`src/shared/qlst_pkg.sv`:
```
package qlst_pkg;
  // Management register indices
  localparam logic [4:0] REG_CTRL = 5'h00;
  localparam logic [4:0] REG_GCFG = 5'h10;
  localparam logic [4:0] REG_LCFG_A = 5'h11;
  localparam logic [4:0] REG_LCFG_D = 5'h14;
  localparam logic [4:0] REG_LANE_STAT = 5'h16;
  localparam logic [4:0] REG_ALIGN_STAT = 5'h17;
  // Field positions
  localparam int CTRL_LOOP_BIT = 14;
  localparam int CFG_LOOP_BIT = 3;
  localparam int CFG_PINSEL_LO = 9;
  localparam int TXCOL_LO = 12;
  localparam int DECERR_LO = 8;
  localparam int PRBS_LO = 4;
  localparam int LOSS_LO = 0;
  localparam int ALIGN_BIT = 4;
  localparam int RXCOL_LO = 0;
  // Reset values
  localparam logic [15:0] LANE_STAT_RST = 16'h00f0;
  localparam logic [4:0] ALIGN_STAT_RST = 5'h00;
  // Multifunction pin selections
  localparam logic [1:0] PINSEL_IOMODE = 2'h0;
  localparam logic [1:0] PINSEL_COMMA = 2'h1;
  localparam logic [1:0] PINSEL_LOSS = 2'h2;
  localparam logic [1:0] PINSEL_PRBS = 2'h3;
  // Management frame
  localparam logic [5:0] PREAMBLE_MIN = 6'h20;
  localparam logic [4:0] HDR_LAST = 5'h0d;
  localparam logic [4:0] DATA_LAST = 5'h0f;
  localparam logic [1:0] FRAME_START = 2'h1;
  localparam logic [1:0] OP_READ = 2'h2;
  localparam logic [1:0] OP_WRITE = 2'h1;
  // Power-on reset timing
  localparam int CLK_MHZ = 250;
  localparam int POR_TIME_US = 1000;
  // Status output trails the count by one flop; total must stay strictly under the limit
  localparam int POR_MAX_CYCLES = POR_TIME_US * CLK_MHZ - 2;

  typedef enum logic [2:0] {
    ST_IDLE,
    ST_HDR,
    ST_TA,
    ST_RD,
    ST_WR
  } qlst_mdio_e;
endpackage

```
`src/rtl/qlst_status_ctrl.sv`:
```
// How it works
// - Each lane's transmit FIFO collision flag (bits 15..12) sets on a collision and clears on read.
// - Each lane's decode error flag (bits 11..8) sets on a bad code or disparity and clears on read.
// - Each lane's test pass flag (bits 7..4) starts at one, drops on a pattern error, and returns to one on read.
// - Each lane's signal-loss flag (bits 3..0) starts at zero, sets on loss of signal, and clears on read.
// - The alignment flag at bit 4 of the alignment register sets when the align code is seen on all lanes and clears on read.
// - Each lane's receive FIFO collision flag (bits 3..0 of the alignment register) sets on a collision and clears on read.
// - A low enable pin powers everything down and floats the serial and parallel outputs of all lanes.
// - A lane's loopback pin or its configuration bit 3 routes its serial transmit data into its own receiver.
// - A lane in loopback keeps its serial output floating.
// - During power-on reset the receive data is held high and floating and the recovered clocks are held low.
// - Power-on reset ends after a count of reference clock cycles that stays under one millisecond.
// - Each lane's multifunction pin can mirror its signal-loss flag or its test pass flag.
// - Each lane's loopback bit is ORed with the global loopback bit 14 of the control register.
`timescale 1ns/10ps
`default_nettype none
module qlst_status_ctrl #(
  parameter int POR_CYCLES = qlst_pkg::POR_MAX_CYCLES,
  parameter logic [4:0] PHY_ADDR = 5'h00
) (
  input wire logic clk,
  input wire logic rstn,
  input wire logic mdcPin,
  input wire logic mdioIn,
  output logic mdioOut,
  output logic mdioOe,
  input wire logic enablePin,
  input wire logic ioModeHstlPin,
  input wire logic [3:0] laneLoopbackPin,
  input wire logic [3:0] txFifoCollision,
  input wire logic [3:0] decodeError,
  input wire logic [3:0] prbsError,
  input wire logic [3:0] signalLossEvent,
  input wire logic alignSeen,
  input wire logic [3:0] rxFifoCollision,
  input wire logic [3:0] commaDetect,
  output logic powerDown,
  output logic porActive,
  output logic [3:0] loopbackEn,
  output logic [3:0] txSerialOe,
  output logic [3:0] rxParallelDataOe,
  output logic rxParallelDataHigh,
  output logic [3:0] rxRecoveredClockEn,
  output logic [3:0] multifunctionPin
);
  localparam int POR_W = $clog2(POR_CYCLES + 1);

  if (POR_CYCLES < 1 || POR_CYCLES > qlst_pkg::POR_MAX_CYCLES) begin : g_por_check
    $error("POR_CYCLES out of range");
  end

  logic [7:0] syncA_r;
  logic [7:0] syncB_r;
  logic mdcD_r;
  logic mdcRise;
  logic mdioBit;
  logic enSync;
  logic hstlSync;
  logic [3:0] loopPinSync;
  qlst_pkg::qlst_mdio_e state_r;
  logic [5:0] preCnt_r;
  logic [4:0] bitCnt_r;
  logic [13:0] hdr_r;
  logic [13:0] hdrNxt;
  logic [15:0] shift_r;
  logic [4:0] regAddr_r;
  logic isRead_r;
  logic [15:0] rdData;
  logic rdLoad;
  logic wrStb;
  logic [15:0] wrData;
  logic clrLane;
  logic clrAlign;
  logic ctrlLoop_r;
  logic [1:0] gPinSel_r;
  logic [3:0] cfgLoop_r;
  logic [1:0] cfgPinSel_r [0:3];
  logic [15:0] laneStat_r;
  logic [4:0] alignStat_r;
  logic [POR_W-1:0] porCnt_r;
  logic porDone_r;
  logic [3:0] laneLoop;
  logic [1:0] laneIdx;
  logic [1:0] pinSel [0:3];
  logic pdNow;

  // Pins and the management clock come from outside this domain
  always_ff @(posedge clk) begin
    if (!rstn) begin
      syncA_r <= 8'h00;
      syncB_r <= 8'h00;
      mdcD_r <= 1'b0;
    end else begin
      syncA_r <= {laneLoopbackPin, ioModeHstlPin, enablePin, mdioIn, mdcPin};
      syncB_r <= syncA_r;
      mdcD_r <= syncB_r[0];
    end
  end

  assign mdcRise = syncB_r[0] & ~mdcD_r;
  assign mdioBit = syncB_r[1];
  assign enSync = syncB_r[2];
  assign hstlSync = syncB_r[3];
  assign loopPinSync = syncB_r[7:4];
  assign hdrNxt = {hdr_r[12:0], mdioBit};
  assign rdLoad = mdcRise && state_r == qlst_pkg::ST_TA && isRead_r && bitCnt_r == 5'h01;
  assign wrStb = mdcRise && state_r == qlst_pkg::ST_WR && bitCnt_r == qlst_pkg::DATA_LAST;
  assign wrData = {shift_r[14:0], mdioBit};
  assign clrLane = rdLoad && regAddr_r == qlst_pkg::REG_LANE_STAT;
  assign clrAlign = rdLoad && regAddr_r == qlst_pkg::REG_ALIGN_STAT;
  assign laneIdx = 2'(regAddr_r - qlst_pkg::REG_LCFG_A);

  // Management frame: output changes just after the sampled rising edge
  always_ff @(posedge clk) begin
    if (!rstn) begin
      state_r <= qlst_pkg::ST_IDLE;
      preCnt_r <= 6'h00;
      bitCnt_r <= 5'h00;
      hdr_r <= 14'h0000;
      shift_r <= 16'h0000;
      regAddr_r <= 5'h00;
      isRead_r <= 1'b0;
      mdioOut <= 1'b1;
      mdioOe <= 1'b0;
    end else if (mdcRise) begin
      case (state_r)
        qlst_pkg::ST_IDLE: begin
          if (mdioBit) begin
            if (preCnt_r != qlst_pkg::PREAMBLE_MIN) begin
              preCnt_r <= preCnt_r + 6'h01;
            end
          end else if (preCnt_r == qlst_pkg::PREAMBLE_MIN) begin
            state_r <= qlst_pkg::ST_HDR;
            hdr_r <= 14'h0000;
            bitCnt_r <= 5'h01;
          end else begin
            preCnt_r <= 6'h00;
          end
        end
        qlst_pkg::ST_HDR: begin
          hdr_r <= hdrNxt;
          bitCnt_r <= bitCnt_r + 5'h01;
          if (bitCnt_r == qlst_pkg::HDR_LAST) begin
            bitCnt_r <= 5'h00;
            regAddr_r <= hdrNxt[4:0];
            isRead_r <= hdrNxt[11:10] == qlst_pkg::OP_READ;
            if (hdrNxt[13:12] == qlst_pkg::FRAME_START && hdrNxt[9:5] == PHY_ADDR &&
                (hdrNxt[11:10] == qlst_pkg::OP_READ || hdrNxt[11:10] == qlst_pkg::OP_WRITE)) begin
              state_r <= qlst_pkg::ST_TA;
            end else begin
              state_r <= qlst_pkg::ST_IDLE;
              preCnt_r <= 6'h00;
            end
          end
        end
        qlst_pkg::ST_TA: begin
          bitCnt_r <= bitCnt_r + 5'h01;
          if (bitCnt_r == 5'h00) begin
            mdioOe <= isRead_r;
            mdioOut <= ~isRead_r;
          end else begin
            bitCnt_r <= 5'h00;
            if (isRead_r) begin
              shift_r <= rdData;
              mdioOut <= rdData[15];
              state_r <= qlst_pkg::ST_RD;
            end else begin
              state_r <= qlst_pkg::ST_WR;
            end
          end
        end
        qlst_pkg::ST_RD: begin
          if (bitCnt_r == qlst_pkg::DATA_LAST) begin
            mdioOe <= 1'b0;
            mdioOut <= 1'b1;
            state_r <= qlst_pkg::ST_IDLE;
            preCnt_r <= 6'h00;
          end else begin
            shift_r <= {shift_r[14:0], 1'b0};
            mdioOut <= shift_r[14];
            bitCnt_r <= bitCnt_r + 5'h01;
          end
        end
        qlst_pkg::ST_WR: begin
          shift_r <= wrData;
          bitCnt_r <= bitCnt_r + 5'h01;
          if (bitCnt_r == qlst_pkg::DATA_LAST) begin
            state_r <= qlst_pkg::ST_IDLE;
            preCnt_r <= 6'h00;
          end
        end
        default: begin
          state_r <= qlst_pkg::ST_IDLE;
          mdioOe <= 1'b0;
        end
      endcase
    end
  end

  always_comb begin
    rdData = 16'h0000;
    if (regAddr_r == qlst_pkg::REG_CTRL) begin
      rdData[qlst_pkg::CTRL_LOOP_BIT] = ctrlLoop_r;
    end else if (regAddr_r == qlst_pkg::REG_GCFG) begin
      rdData[qlst_pkg::CFG_PINSEL_LO +: 2] = gPinSel_r;
    end else if (regAddr_r >= qlst_pkg::REG_LCFG_A && regAddr_r <= qlst_pkg::REG_LCFG_D) begin
      rdData[qlst_pkg::CFG_PINSEL_LO +: 2] = cfgPinSel_r[laneIdx];
      rdData[qlst_pkg::CFG_LOOP_BIT] = cfgLoop_r[laneIdx];
    end else if (regAddr_r == qlst_pkg::REG_LANE_STAT) begin
      rdData = laneStat_r;
    end else if (regAddr_r == qlst_pkg::REG_ALIGN_STAT) begin
      rdData[4:0] = alignStat_r;
    end
  end

  // Only the bits this block acts on are stored; the rest read as zero
  always_ff @(posedge clk) begin
    if (!rstn) begin
      ctrlLoop_r <= 1'b0;
      gPinSel_r <= qlst_pkg::PINSEL_IOMODE;
      cfgLoop_r <= 4'h0;
      for (int i = 0; i < 4; i++) begin
        cfgPinSel_r[i] <= qlst_pkg::PINSEL_IOMODE;
      end
    end else if (wrStb) begin
      if (regAddr_r == qlst_pkg::REG_CTRL) begin
        ctrlLoop_r <= wrData[qlst_pkg::CTRL_LOOP_BIT];
      end else if (regAddr_r == qlst_pkg::REG_GCFG) begin
        gPinSel_r <= wrData[qlst_pkg::CFG_PINSEL_LO +: 2];
      end else if (regAddr_r >= qlst_pkg::REG_LCFG_A && regAddr_r <= qlst_pkg::REG_LCFG_D) begin
        cfgPinSel_r[laneIdx] <= wrData[qlst_pkg::CFG_PINSEL_LO +: 2];
        cfgLoop_r[laneIdx] <= wrData[qlst_pkg::CFG_LOOP_BIT];
      end
    end
  end

  // Event wins over the clearing read, so nothing is lost
  always_ff @(posedge clk) begin
    if (!rstn) begin
      laneStat_r <= qlst_pkg::LANE_STAT_RST;
    end else begin
      laneStat_r[qlst_pkg::TXCOL_LO +: 4] <=
        (laneStat_r[qlst_pkg::TXCOL_LO +: 4] & ~{4{clrLane}}) | txFifoCollision;
      laneStat_r[qlst_pkg::DECERR_LO +: 4] <=
        (laneStat_r[qlst_pkg::DECERR_LO +: 4] & ~{4{clrLane}}) | decodeError;
      laneStat_r[qlst_pkg::PRBS_LO +: 4] <=
        (laneStat_r[qlst_pkg::PRBS_LO +: 4] | {4{clrLane}}) & ~prbsError;
      laneStat_r[qlst_pkg::LOSS_LO +: 4] <=
        (laneStat_r[qlst_pkg::LOSS_LO +: 4] & ~{4{clrLane}}) | signalLossEvent;
    end
  end

  always_ff @(posedge clk) begin
    if (!rstn) begin
      alignStat_r <= qlst_pkg::ALIGN_STAT_RST;
    end else begin
      alignStat_r[qlst_pkg::ALIGN_BIT] <=
        (alignStat_r[qlst_pkg::ALIGN_BIT] & ~clrAlign) | alignSeen;
      alignStat_r[qlst_pkg::RXCOL_LO +: 4] <=
        (alignStat_r[qlst_pkg::RXCOL_LO +: 4] & ~{4{clrAlign}}) | rxFifoCollision;
    end
  end

  // Reset counts reference cycles, so its length scales with the clock
  always_ff @(posedge clk) begin
    if (!rstn) begin
      porCnt_r <= '0;
      porDone_r <= 1'b0;
    end else if (!porDone_r) begin
      if (porCnt_r == POR_W'(POR_CYCLES - 1)) begin
        porDone_r <= 1'b1;
      end else begin
        porCnt_r <= porCnt_r + POR_W'(1);
      end
    end
  end

  assign laneLoop = loopPinSync | cfgLoop_r | {4{ctrlLoop_r}};
  assign pdNow = ~enSync;

  always_ff @(posedge clk) begin
    if (!rstn) begin
      powerDown <= 1'b1;
      porActive <= 1'b1;
      loopbackEn <= 4'h0;
      txSerialOe <= 4'h0;
      rxParallelDataOe <= 4'h0;
      rxParallelDataHigh <= 1'b1;
      rxRecoveredClockEn <= 4'h0;
    end else begin
      powerDown <= pdNow;
      porActive <= ~porDone_r;
      loopbackEn <= laneLoop & {4{~pdNow}};
      txSerialOe <= ~laneLoop & {4{~pdNow & porDone_r}};
      rxParallelDataOe <= {4{~pdNow & porDone_r}};
      rxParallelDataHigh <= ~porDone_r;
      rxRecoveredClockEn <= {4{~pdNow & porDone_r}};
    end
  end

  for (genvar g = 0; g < 4; g++) begin : g_pinsel
    assign pinSel[g] = cfgPinSel_r[g] | gPinSel_r;
  end

  // One process for all lanes, so the output vector has a single driver
  always_ff @(posedge clk) begin
    if (!rstn) begin
      multifunctionPin <= 4'h0;
    end else begin
      for (int i = 0; i < 4; i++) begin
        case (pinSel[i])
          qlst_pkg::PINSEL_IOMODE: multifunctionPin[i] <= hstlSync;
          qlst_pkg::PINSEL_COMMA: multifunctionPin[i] <= commaDetect[i];
          qlst_pkg::PINSEL_LOSS: begin
            multifunctionPin[i] <= laneStat_r[qlst_pkg::LOSS_LO + i];
          end
          qlst_pkg::PINSEL_PRBS: begin
            multifunctionPin[i] <= laneStat_r[qlst_pkg::PRBS_LO + i];
          end
          default: multifunctionPin[i] <= 1'b0;
        endcase
      end
    end
  end
endmodule
`default_nettype wire

```
`config.mk`:
```
export PLATFORM = sky130hd
export DESIGN_NAME = qlst_status_ctrl
export DESIGN_NICKNAME = d
export VERILOG_FILES = /design/src/shared/qlst_pkg.sv /design/src/rtl/qlst_status_ctrl.sv
export SDC_FILE = /design/constraint.sdc
export NUM_CORES = 1
export LEC_CHECK = 0
export ABC_AREA = 1
export BUFFER_PORTS_ARGS = -buffer_cell sky130_fd_sc_hd__clkbuf_2
export CAP_MARGIN = 20
export CORE_ASPECT_RATIO = 1.5
export CORE_UTILIZATION = 54
export CTS_CLUSTER_DIAMETER = 200
export DETAILED_ROUTE_END_ITERATION = 12
export PLACE_DENSITY = 0.8
export SETUP_SLACK_MARGIN = 0.15
export SLEW_MARGIN = 40
export SYNTH_ARGS = -nofsm -noshare
export SYNTH_HDL_FRONTEND = slang
export SYNTH_SLANG_ARGS = --single-unit
```
`constraint.sdc`:
```
create_clock -name clk -period 1.9 [get_ports clk]
set_input_delay 0.19 -clock clk [delete_from_list [all_inputs] [get_ports clk]]
set_output_delay 0.19 -clock clk [all_outputs]
set_load 0.1 [all_outputs]
```
==> metrics.txt, run 1 <==
# TYPE chip_impl_metric gauge
chip_impl_metric{name="drt_drc_violations_left",unit=""} 0
chip_impl_metric{name="finalSetupTns",unit="ps"} 0
chip_impl_info{name="status",value="finished, final reports clean"} 1
chip_impl_metric{name="worst_setup_hold_path_clk_slew",unit="ps"} 60
chip_impl_metric{name="antennaDiodeCount",unit=""} 0
chip_impl_metric{name="die_area",unit="mm²"} 0.0127
chip_impl_metric{name="synth_enable_flop_cells",unit=""} 8
chip_impl_metric{name="post_detailed_route_count_of_antenna_violating_nets",unit=""} 0
chip_impl_metric{name="detailedRoute.firstPassIterationCount",unit=""} 6
chip_impl_metric{name="design_area",unit="mm²"} 0.00834
chip_impl_metric{name="std_cell_rows",unit=""} 49
chip_impl_metric{name="synth_area_per_cell",unit="µm²"} 7.12
chip_impl_metric{name="synth.cell_area",unit="mm²"} 0.00659
chip_impl_metric{name="synth_seq_area_share",unit="%"} 42.8
chip_impl_metric{name="peakVddDrop",unit="µV"} 571
chip_impl_info{name="critical_path.cell_chain",value="inv_8 -> ha_4 -> inv_1 -> nand3_1 -> nand2_1 -> o21ai_0 -> nand2_1 -> a21oi_1"} 1
chip_impl_info{name="clock_tree_from_tritoncts",value="yes"} 1
chip_impl_metric{name="place_area",unit="mm²"} 0.00705
chip_impl_metric{name="clockBufferDepth",unit=""} 2
chip_impl_metric{name="tmin_final",unit="ps"} 1790
chip_impl_metric{name="drt_wl_total",unit="µm"} 17900
chip_impl_metric{name="clkSinkCount",unit=""} 137
chip_impl_info{name="grt_setup_unrepaired",value="true"} 1
chip_impl_metric{name="worst_clock_skew",unit="ps"} 9.75
chip_impl_info{name="critPathCaptureType",value="flip-flop"} 1
chip_impl_metric{name="final_standard_cell_count_with_taps_included_and_fillers_excluded",unit=""} 1193
chip_impl_metric{name="clock_insertion_delay_worst_skew",unit="ps"} 420
chip_impl_metric{name="nNetsFinal",unit=""} 1075
chip_impl_metric{name="ys_types",unit=""} 41
chip_impl_metric{name="final_util",unit="%"} 69.7
chip_impl_info{name="mostFrequentLayoutCells",value="sky130_fd_sc_hd__nand2_1 (227), sky130_fd_sc_hd__nor2_1 (136), sky130_fd_sc_hd__dfxtp_1 (122), sky130_fd_sc_hd__inv_1 (75), sky130_fd_sc_hd__a21oi_1 (73)"} 1
chip_impl_metric{name="synth.net_count",unit=""} 973
chip_impl_metric{name="area_growth_syn_to_layout",unit="%"} 26.5
chip_impl_metric{name="vias_per_cell",unit=""} 5.41
chip_impl_metric{name="pre_cts_ws",unit="ps"} 39.6
chip_impl_metric{name="slew_viol_final",unit=""} 0
chip_impl_info{name="crit_slowest_cell",value="sky130_fd_sc_hd__dfxtp_4"} 1
chip_impl_metric{name="grt_max_degree",unit=""} 53
chip_impl_metric{name="place.detailed.hpwl",unit="µm"} 11900
chip_impl_metric{name="synth_instances",unit=""} 925
chip_impl_metric{name="synth-warning-count",unit=""} 0
chip_impl_metric{name="timing.critical_path.fanout_max",unit=""} 7
chip_impl_metric{name="die_x",unit="µm"} 92.2
chip_impl_metric{name="number_of_i_o_pins",unit=""} 60
chip_impl_info{name="worst_hold_path_type",value="in -> reg"} 1
chip_impl_metric{name="final_report_hold_violation_count",unit=""} 0
chip_impl_metric{name="core_region_area",unit="mm²"} 0.0120
chip_impl_info{name="synth_ff_type",value="sky130_fd_sc_hd__dfxtp_1"} 1
chip_impl_metric{name="post_route_cells_drive_above_1_share",unit="%"} 20.7
chip_impl_metric{name="worstMarginPinSlew",unit="ps"} 548
chip_impl_info{name="critical_path.startpoint_type",value="flip-flop"} 1
chip_impl_metric{name="synthArstFlopShare",unit="%"} 0
chip_impl_metric{name="grt_pass1_vias",unit=""} 5939
chip_impl_metric{name="dpl.cell_count",unit=""} 1120
chip_impl_metric{name="setup_viol",unit=""} 0
chip_impl_metric{name="power-per-cell-area",unit="mW/mm²"} 833
chip_impl_metric{name="port-buffer-count",unit=""} 59
chip_impl_info{name="cts_root_buffer",value="sky130_fd_sc_hd__clkbuf_16"} 1
chip_impl_metric{name="worstPathArrival",unit="ps"} 2130
chip_impl_metric{name="slew_headroom",unit="%"} 63.6
chip_impl_metric{name="slowest_delay",unit="ps"} 410
chip_impl_metric{name="multi_input_gate_area_in_the_final_layout",unit="mm²"} 0.00344
chip_impl_metric{name="grt_use_total",unit="%"} 27.6
chip_impl_metric{name="total_area_of_sequential_cells",unit="mm²"} 0.00284
chip_impl_metric{name="gp_congestion",unit=""} 0.957
chip_impl_metric{name="grt_antenna_before_repair",unit=""} 0
chip_impl_metric{name="floorplan.initialDensity",unit="%"} 55.1
chip_impl_metric{name="drt-wirelength-per-cell",unit="µm"} 15.0
chip_impl_metric{name="dr.first_iter.drc_count",unit=""} 541
chip_impl_metric{name="global_route.overflow_total",unit=""} 0
chip_impl_metric{name="floorplan.die.height",unit="µm"} 137
chip_impl_metric{name="leakage",unit="nW"} 3.51
chip_impl_metric{name="setup_slack_of_the_critical_path_after_layout",unit="ps"} 109
chip_impl_info{name="crit_path_frequent_cell",value="sky130_fd_sc_hd__nand2_1"} 1
chip_impl_metric{name="max_freq",unit="MHz"} 558
chip_impl_metric{name="synth-seq-cells",unit=""} 137
chip_impl_info{name="crit_type",value="reg -> reg"} 1
chip_impl_metric{name="detailroute.via_count",unit=""} 6452
chip_impl_metric{name="cts_made_buffers",unit=""} 17
chip_impl_metric{name="cts.htree.levels",unit=""} 4
chip_impl_metric{name="drv_cap",unit=""} 0
chip_impl_info{name="layout_commonest_cell",value="sky130_fd_sc_hd__nand2_1"} 1
chip_impl_metric{name="grt_pass1_wl",unit="µm"} 27200
chip_impl_metric{name="fillCellCount",unit=""} 896
chip_impl_metric{name="min_period_over_period",unit="%"} 94.3
chip_impl_metric{name="worstPathRequired",unit="ps"} 2240
## cell type report
type                    count  area share [%]
repair buffers            118            10.5
multi-input cells         666            41.2
flip-flops and latches    137            34.0
inverters                  87            4.16
well taps                 153            2.30
clock buffers              21            5.90
clock inverters            11            1.86
## state kept, by name, indices dropped and copies added, names as in the netlist, 2 cells and up
signal and flops:
multifunctionPin 4, regAddr_r 5, loopbackEn 4, bitCnt_r 5, cfgLoop_r 4, hdr_r 13, laneStat_r 16, shift_r 15
txSerialOe 4, gPinSel_r 2, cfgPinSel_r 8, state_r 3, syncB_r 8, syncA_r 8, porCnt_r 18, preCnt_r 6
alignStat_r 5
## metal layers
metal  global-route usage, %  routed length (µm)
met5                       0                   0
met3                    5.30                 929
met4                    15.0                 771
met2                    50.8                9520
met1                    29.4                6680
## kinds of logic (layout without fill, tap and decap cells)
family / after synthesis / count (layout) / synth area share [%]
AND/OR/NAND/NOR: 503 / 503 / 33.4
flip-flops: 137 / 137 / 42.8
AO/OA/AOI/OAI: 135 / 135 / 10.7
buffers and inverters: 122 / 237 / 8.62
XOR/XNOR: 14 / 14 / 1.86
adder cells (fa/ha/maj): 13 / 13 / 2.47
multiplexers: 1 / 1 / 0.152
## power by group
group	total (mW)	switching [mW]	internal (mW)
combinational	0.327	0.200	0.126
clock	3.60	1.33	2.27
sequential	3.02	0.0529	2.97
total	6.94	1.58	5.36
## worst paths after layout
kind                                    startpoint        endpoint  slack [ps]  cells past startpoint
worst max-delay path                  regAddr_r[0]      shift_r[9]         110                      8
worst min-delay path            rxFifoCollision[2]  alignStat_r[2]         0.4                      3
worst min register to register          syncA_r[7]      syncB_r[7]         420                      2
worst max register to register        regAddr_r[0]      shift_r[9]         110                      8
## worst max-delay path: cells and delay by family (launching register included)
kind,cells,cell delay (ps)
fa+ha+maj,1,310
flops,1,410
compound gates,2,570
simple gates,3,270
buf+inv,2,160
## Yosys cell counts (all sizes together) (3+ instances only)
| cell type | count | share of area (%) |
|---|---|---|
| nor2 | 156 | 9.8 |
| o211ai | 3 | 0.34 |
| ha | 13 | 2.5 |
| a31oi | 4 | 0.38 |
| edfxtp | 8 | 3.6 |
| nand3b | 4 | 0.46 |
| nand2 | 248 | 15 |
| o21ai | 42 | 3.2 |
| nand3 | 64 | 5.4 |
| nand4 | 13 | 1.2 |
| xnor2 | 5 | 0.66 |
| inv | 85 | 4.8 |
| dfxtp | 129 | 39 |
| nor3 | 11 | 0.84 |
| a21oi | 83 | 6.3 |
| buf | 22 | 2.5 |
| clkbuf | 12 | 0.84 |
| nor4 | 5 | 0.47 |
| xor2 | 9 | 1.2 |
## per-stage QoR
step / total power [mW] / hold slack (ps)
after CTS: 6.92 / 0.335
after global placement: 3.34 / 377
after global routing: 7.10 / 15.6
final: 6.94 / 0.355
after detailed placement: 3.35 / 378
after floorplan: 3.25 / 288
## timing repair
item | 4_1_cts | 5_1_grt
setup buffers | 2 | 12
pin swaps | 8 | 24
gates cloned | 0 | 2
hold endpoints to repair | 25 | 0
hold buffers | 25 | 0
endpoints found under the setup margin | 57 | 85
gates resized for setup | 13 | 49
Note: power is estimated with default switching activity, not from simulation.
==> run 2, diff against run 1 <==
--- a/config.mk
+++ b/config.mk
@@ -13,6 +13,7 @@
 export CTS_CLUSTER_DIAMETER = 200
 export DETAILED_ROUTE_END_ITERATION = 12
 export PLACE_DENSITY = 0.8
+export RECOVER_POWER = 50
 export SETUP_SLACK_MARGIN = 0.15
 export SLEW_MARGIN = 40
 export SYNTH_ARGS = -nofsm -noshare
==> run 2 against run 1 <==
  * Worst hold slack about the same
  * Core utilization fell by 0.31 points
  * Non-clock buffer count unchanged
  * Via count shrank 0.70%
  * Sequential share of layout area up 0.12 points
  * Critical path type unchanged
==> metrics.txt, run 2 (synthesized netlist as in run 1, its figures left out) <==
# TYPE chip_impl_metric gauge
chip_impl_metric{name="worst_setup_hold_path_clk_slew",unit="ps"} 60
chip_impl_info{name="worst_hold_path_type",value="in -> reg"} 1
chip_impl_metric{name="die_area",unit="mm²"} 0.0127
chip_impl_metric{name="clkSinkCount",unit=""} 137
chip_impl_metric{name="setup_viol",unit=""} 0
chip_impl_metric{name="gp_congestion",unit=""} 0.957
chip_impl_metric{name="detailedRoute.firstPassIterationCount",unit=""} 5
chip_impl_info{name="holdCritStartpoint",value="mdioIn"} 1
chip_impl_metric{name="grt_pass1_wl",unit="µm"} 27200
chip_impl_metric{name="fillCellCount",unit=""} 906
chip_impl_metric{name="slew_viol_final",unit=""} 0
chip_impl_metric{name="power-per-cell-area",unit="mW/mm²"} 835
chip_impl_metric{name="cts.htree.levels",unit=""} 4
chip_impl_metric{name="area_growth_syn_to_layout",unit="%"} 26.0
chip_impl_metric{name="timing.critical_path.fanout_max",unit=""} 7
chip_impl_metric{name="core_region_area",unit="mm²"} 0.0120
chip_impl_metric{name="drt_wl_total",unit="µm"} 17900
chip_impl_info{name="crit_type",value="reg -> reg"} 1
chip_impl_metric{name="post_route_cells_drive_above_1_share",unit="%"} 19.8
chip_impl_metric{name="std_cell_rows",unit=""} 49
chip_impl_metric{name="drt-wirelength-per-cell",unit="µm"} 15.0
chip_impl_info{name="critical_path.endpoint",value="shift_r[3]"} 1
chip_impl_info{name="crit-reg2reg-launch",value="bitCnt_r[0]"} 1
chip_impl_metric{name="slew_headroom",unit="%"} 63.6
chip_impl_info{name="largest_registers_ranked_by_flip_flop_count",value="porCnt_r: 18 flops, laneStat_r: 16 flops, shift_r: 15 flops"} 1
chip_impl_metric{name="clockBufferDepth",unit=""} 2
chip_impl_info{name="mostFrequentLayoutCells",value="sky130_fd_sc_hd__nand2_1 (228), sky130_fd_sc_hd__nor2_1 (136), sky130_fd_sc_hd__dfxtp_1 (124), sky130_fd_sc_hd__inv_1 (76), sky130_fd_sc_hd__a21oi_1 (76)"} 1
chip_impl_metric{name="die_x",unit="µm"} 92.2
chip_impl_metric{name="power_report.internal_total",unit="mW"} 5.36
chip_impl_metric{name="post_detailed_route_count_of_antenna_violating_nets",unit=""} 0
chip_impl_metric{name="switchingPower",unit="mW"} 1.57
chip_impl_metric{name="worstMarginPinSlew",unit="ps"} 549
chip_impl_metric{name="drt_drc_violations_left",unit=""} 0
chip_impl_metric{name="tmin_final",unit="ps"} 1830
chip_impl_metric{name="grt_max_degree",unit=""} 53
chip_impl_metric{name="cts_made_buffers",unit=""} 17
chip_impl_metric{name="vias_per_cell",unit=""} 5.37
chip_impl_metric{name="floorplan.die.height",unit="µm"} 137
chip_impl_info{name="status",value="finished, final reports clean"} 1
chip_impl_metric{name="clock_insertion_delay_worst_skew",unit="ps"} 420
chip_impl_metric{name="power.switching_fraction",unit="%"} 22.6
chip_impl_metric{name="antennaDiodeCount",unit=""} 0
chip_impl_metric{name="floorplan.initialDensity",unit="%"} 55.1
chip_impl_metric{name="max_freq",unit="MHz"} 546
chip_impl_metric{name="finalSetupTns",unit="ps"} 0
chip_impl_metric{name="port-buffer-count",unit=""} 59
chip_impl_info{name="r2r_end",value="shift_r[3]"} 1
chip_impl_metric{name="total_area_of_sequential_cells",unit="mm²"} 0.00283
chip_impl_metric{name="grt_antenna_before_repair",unit=""} 0
chip_impl_metric{name="worstPathArrival",unit="ps"} 2140
chip_impl_metric{name="hold_slack",unit="ps"} 0.784
chip_impl_metric{name="power.share.clock",unit="%"} 51.7
chip_impl_metric{name="drv_cap",unit=""} 0
chip_impl_info{name="max_flop_register",value="porCnt_r"} 1
chip_impl_info{name="critPathCaptureType",value="flip-flop"} 1
chip_impl_metric{name="final_report_hold_violation_count",unit=""} 0
chip_impl_info{name="worst_setup_path_startpoint",value="bitCnt_r[0]"} 1
chip_impl_metric{name="leakage",unit="nW"} 3.50
chip_impl_info{name="layout_commonest_cell",value="sky130_fd_sc_hd__nand2_1"} 1
chip_impl_metric{name="number_of_i_o_pins",unit=""} 60
chip_impl_info{name="grt_setup_unrepaired",value="true"} 1
chip_impl_info{name="clock_tree_from_tritoncts",value="yes"} 1
chip_impl_info{name="critical_path.startpoint_type",value="flip-flop"} 1
chip_impl_metric{name="r2r.worst_path.cells",unit=""} 12
chip_impl_info{name="cts_root_buffer",value="sky130_fd_sc_hd__clkbuf_16"} 1
chip_impl_metric{name="peakVddDrop",unit="µV"} 572
chip_impl_metric{name="grt_pass1_vias",unit=""} 5939
chip_impl_metric{name="largest_register_ff_count",unit=""} 18
chip_impl_metric{name="global_route.overflow_total",unit=""} 0
chip_impl_metric{name="nNetsFinal",unit=""} 1075
chip_impl_metric{name="min_period_over_period",unit="%"} 96.3
chip_impl_metric{name="grt_use_total",unit="%"} 27.6
chip_impl_metric{name="place.detailed.hpwl",unit="µm"} 11900
chip_impl_metric{name="worstPathRequired",unit="ps"} 2210
chip_impl_metric{name="multi_input_gate_area_in_the_final_layout",unit="mm²"} 0.00342
chip_impl_metric{name="worst_clock_skew",unit="ps"} 9.33
chip_impl_metric{name="detailroute.via_count",unit=""} 6407
chip_impl_metric{name="p_comb_share",unit="%"} 4.7
chip_impl_metric{name="rrSetupSlack",unit="ps"} 70
chip_impl_metric{name="power_frac_seq",unit="%"} 43.6
chip_impl_metric{name="dr.first_iter.drc_count",unit=""} 521
run 2: worst min-delay path by stage:
stage / to / slack (ps) / cells after the start
global placement: syncA_r[5] / 380 / 3
global route: syncA_r[1] / 20 / 3
finish: syncA_r[1] / 0.8 / 3
CTS: syncA_r[1] / 0.3 / 3
detailed placement: syncA_r[5] / 380 / 3
floorplan: syncA_r[0] / 290 / 2
run 2: power by group through the flow:
stage                     Sequential [mW]  Clock, mW  Combinational, mW
after floorplan                      3.10          0              0.145
after global placement               3.08          0              0.265
after detailed placement             3.08          0              0.270
after CTS                            3.01       3.59              0.316
after global routing                 3.02       3.72              0.357
final                                3.02       3.58              0.324
run 2: area by class of cell:
| cell class | instances | area share [%] |
|---|---|---|
| Multi-Input combinational cell | 666 | 41.2 |
| Sequential cell | 137 | 34.2 |
| Timing Repair Buffer | 118 | 10.4 |
| Clock buffer | 21 | 5.93 |
| Inverter | 87 | 4.18 |
| Tap cell | 153 | 2.31 |
| Clock inverter | 11 | 1.87 |
run 2: worst max-delay path, cell delays in order, from the launching register on:
cell and delay [ps]:
sky130_fd_sc_hd__dfxtp_1 370, sky130_fd_sc_hd__buf_4 140, sky130_fd_sc_hd__inv_1 50, sky130_fd_sc_hd__ha_1 190, sky130_fd_sc_hd__nand2_1 90, sky130_fd_sc_hd__nor2_2 50, sky130_fd_sc_hd__nand2_2 120, sky130_fd_sc_hd__nand2_4 80
sky130_fd_sc_hd__nor2_4 190, sky130_fd_sc_hd__buf_12 150, sky130_fd_sc_hd__o21ai_0 80, sky130_fd_sc_hd__nor2_1 140, sky130_fd_sc_hd__nor2_1 50
run 2: timing repair:
| action | 4_1_cts | 5_1_grt |
|---|---|---|
| endpoints found under the setup margin | 57 | 85 |
| hold buffers | 25 | 0 |
| resized for setup | 13 | 49 |
| gates cloned | 0 | 2 |
| buffers inserted | 2 | 12 |
| pin swaps | 8 | 24 |
| hold endpoints to repair | 25 | 0 |
run 2: per-layer routing:
layer	global-route usage, %	share of wire (%)	vias to the layer above
met3	5.30	5.1	75
met1	29.4	37	2923
met2	50.8	53	239
met4	15.0	4.4	0
met5	0	0	-
li1	-	-	3170
run 2: stage by stage:
stage / cells / power (mW) / instance area (µm²) / worst slack, ps / util [%]
detailed placement: 1120 / 3.35 / 7050 / 39.6 / 59.0
global route: 1193 / 7.10 / 8300 / -11.2 / 69.4
floorplan: 925 / 3.25 / 6650 / 161 / -
finish: 1193 / 6.92 / 8300 / 70.0 / 69.4
global placement: 1120 / 3.34 / 7050 / 80.6 / 59.0
CTS: 1179 / 6.92 / 8010 / 125 / 67.0
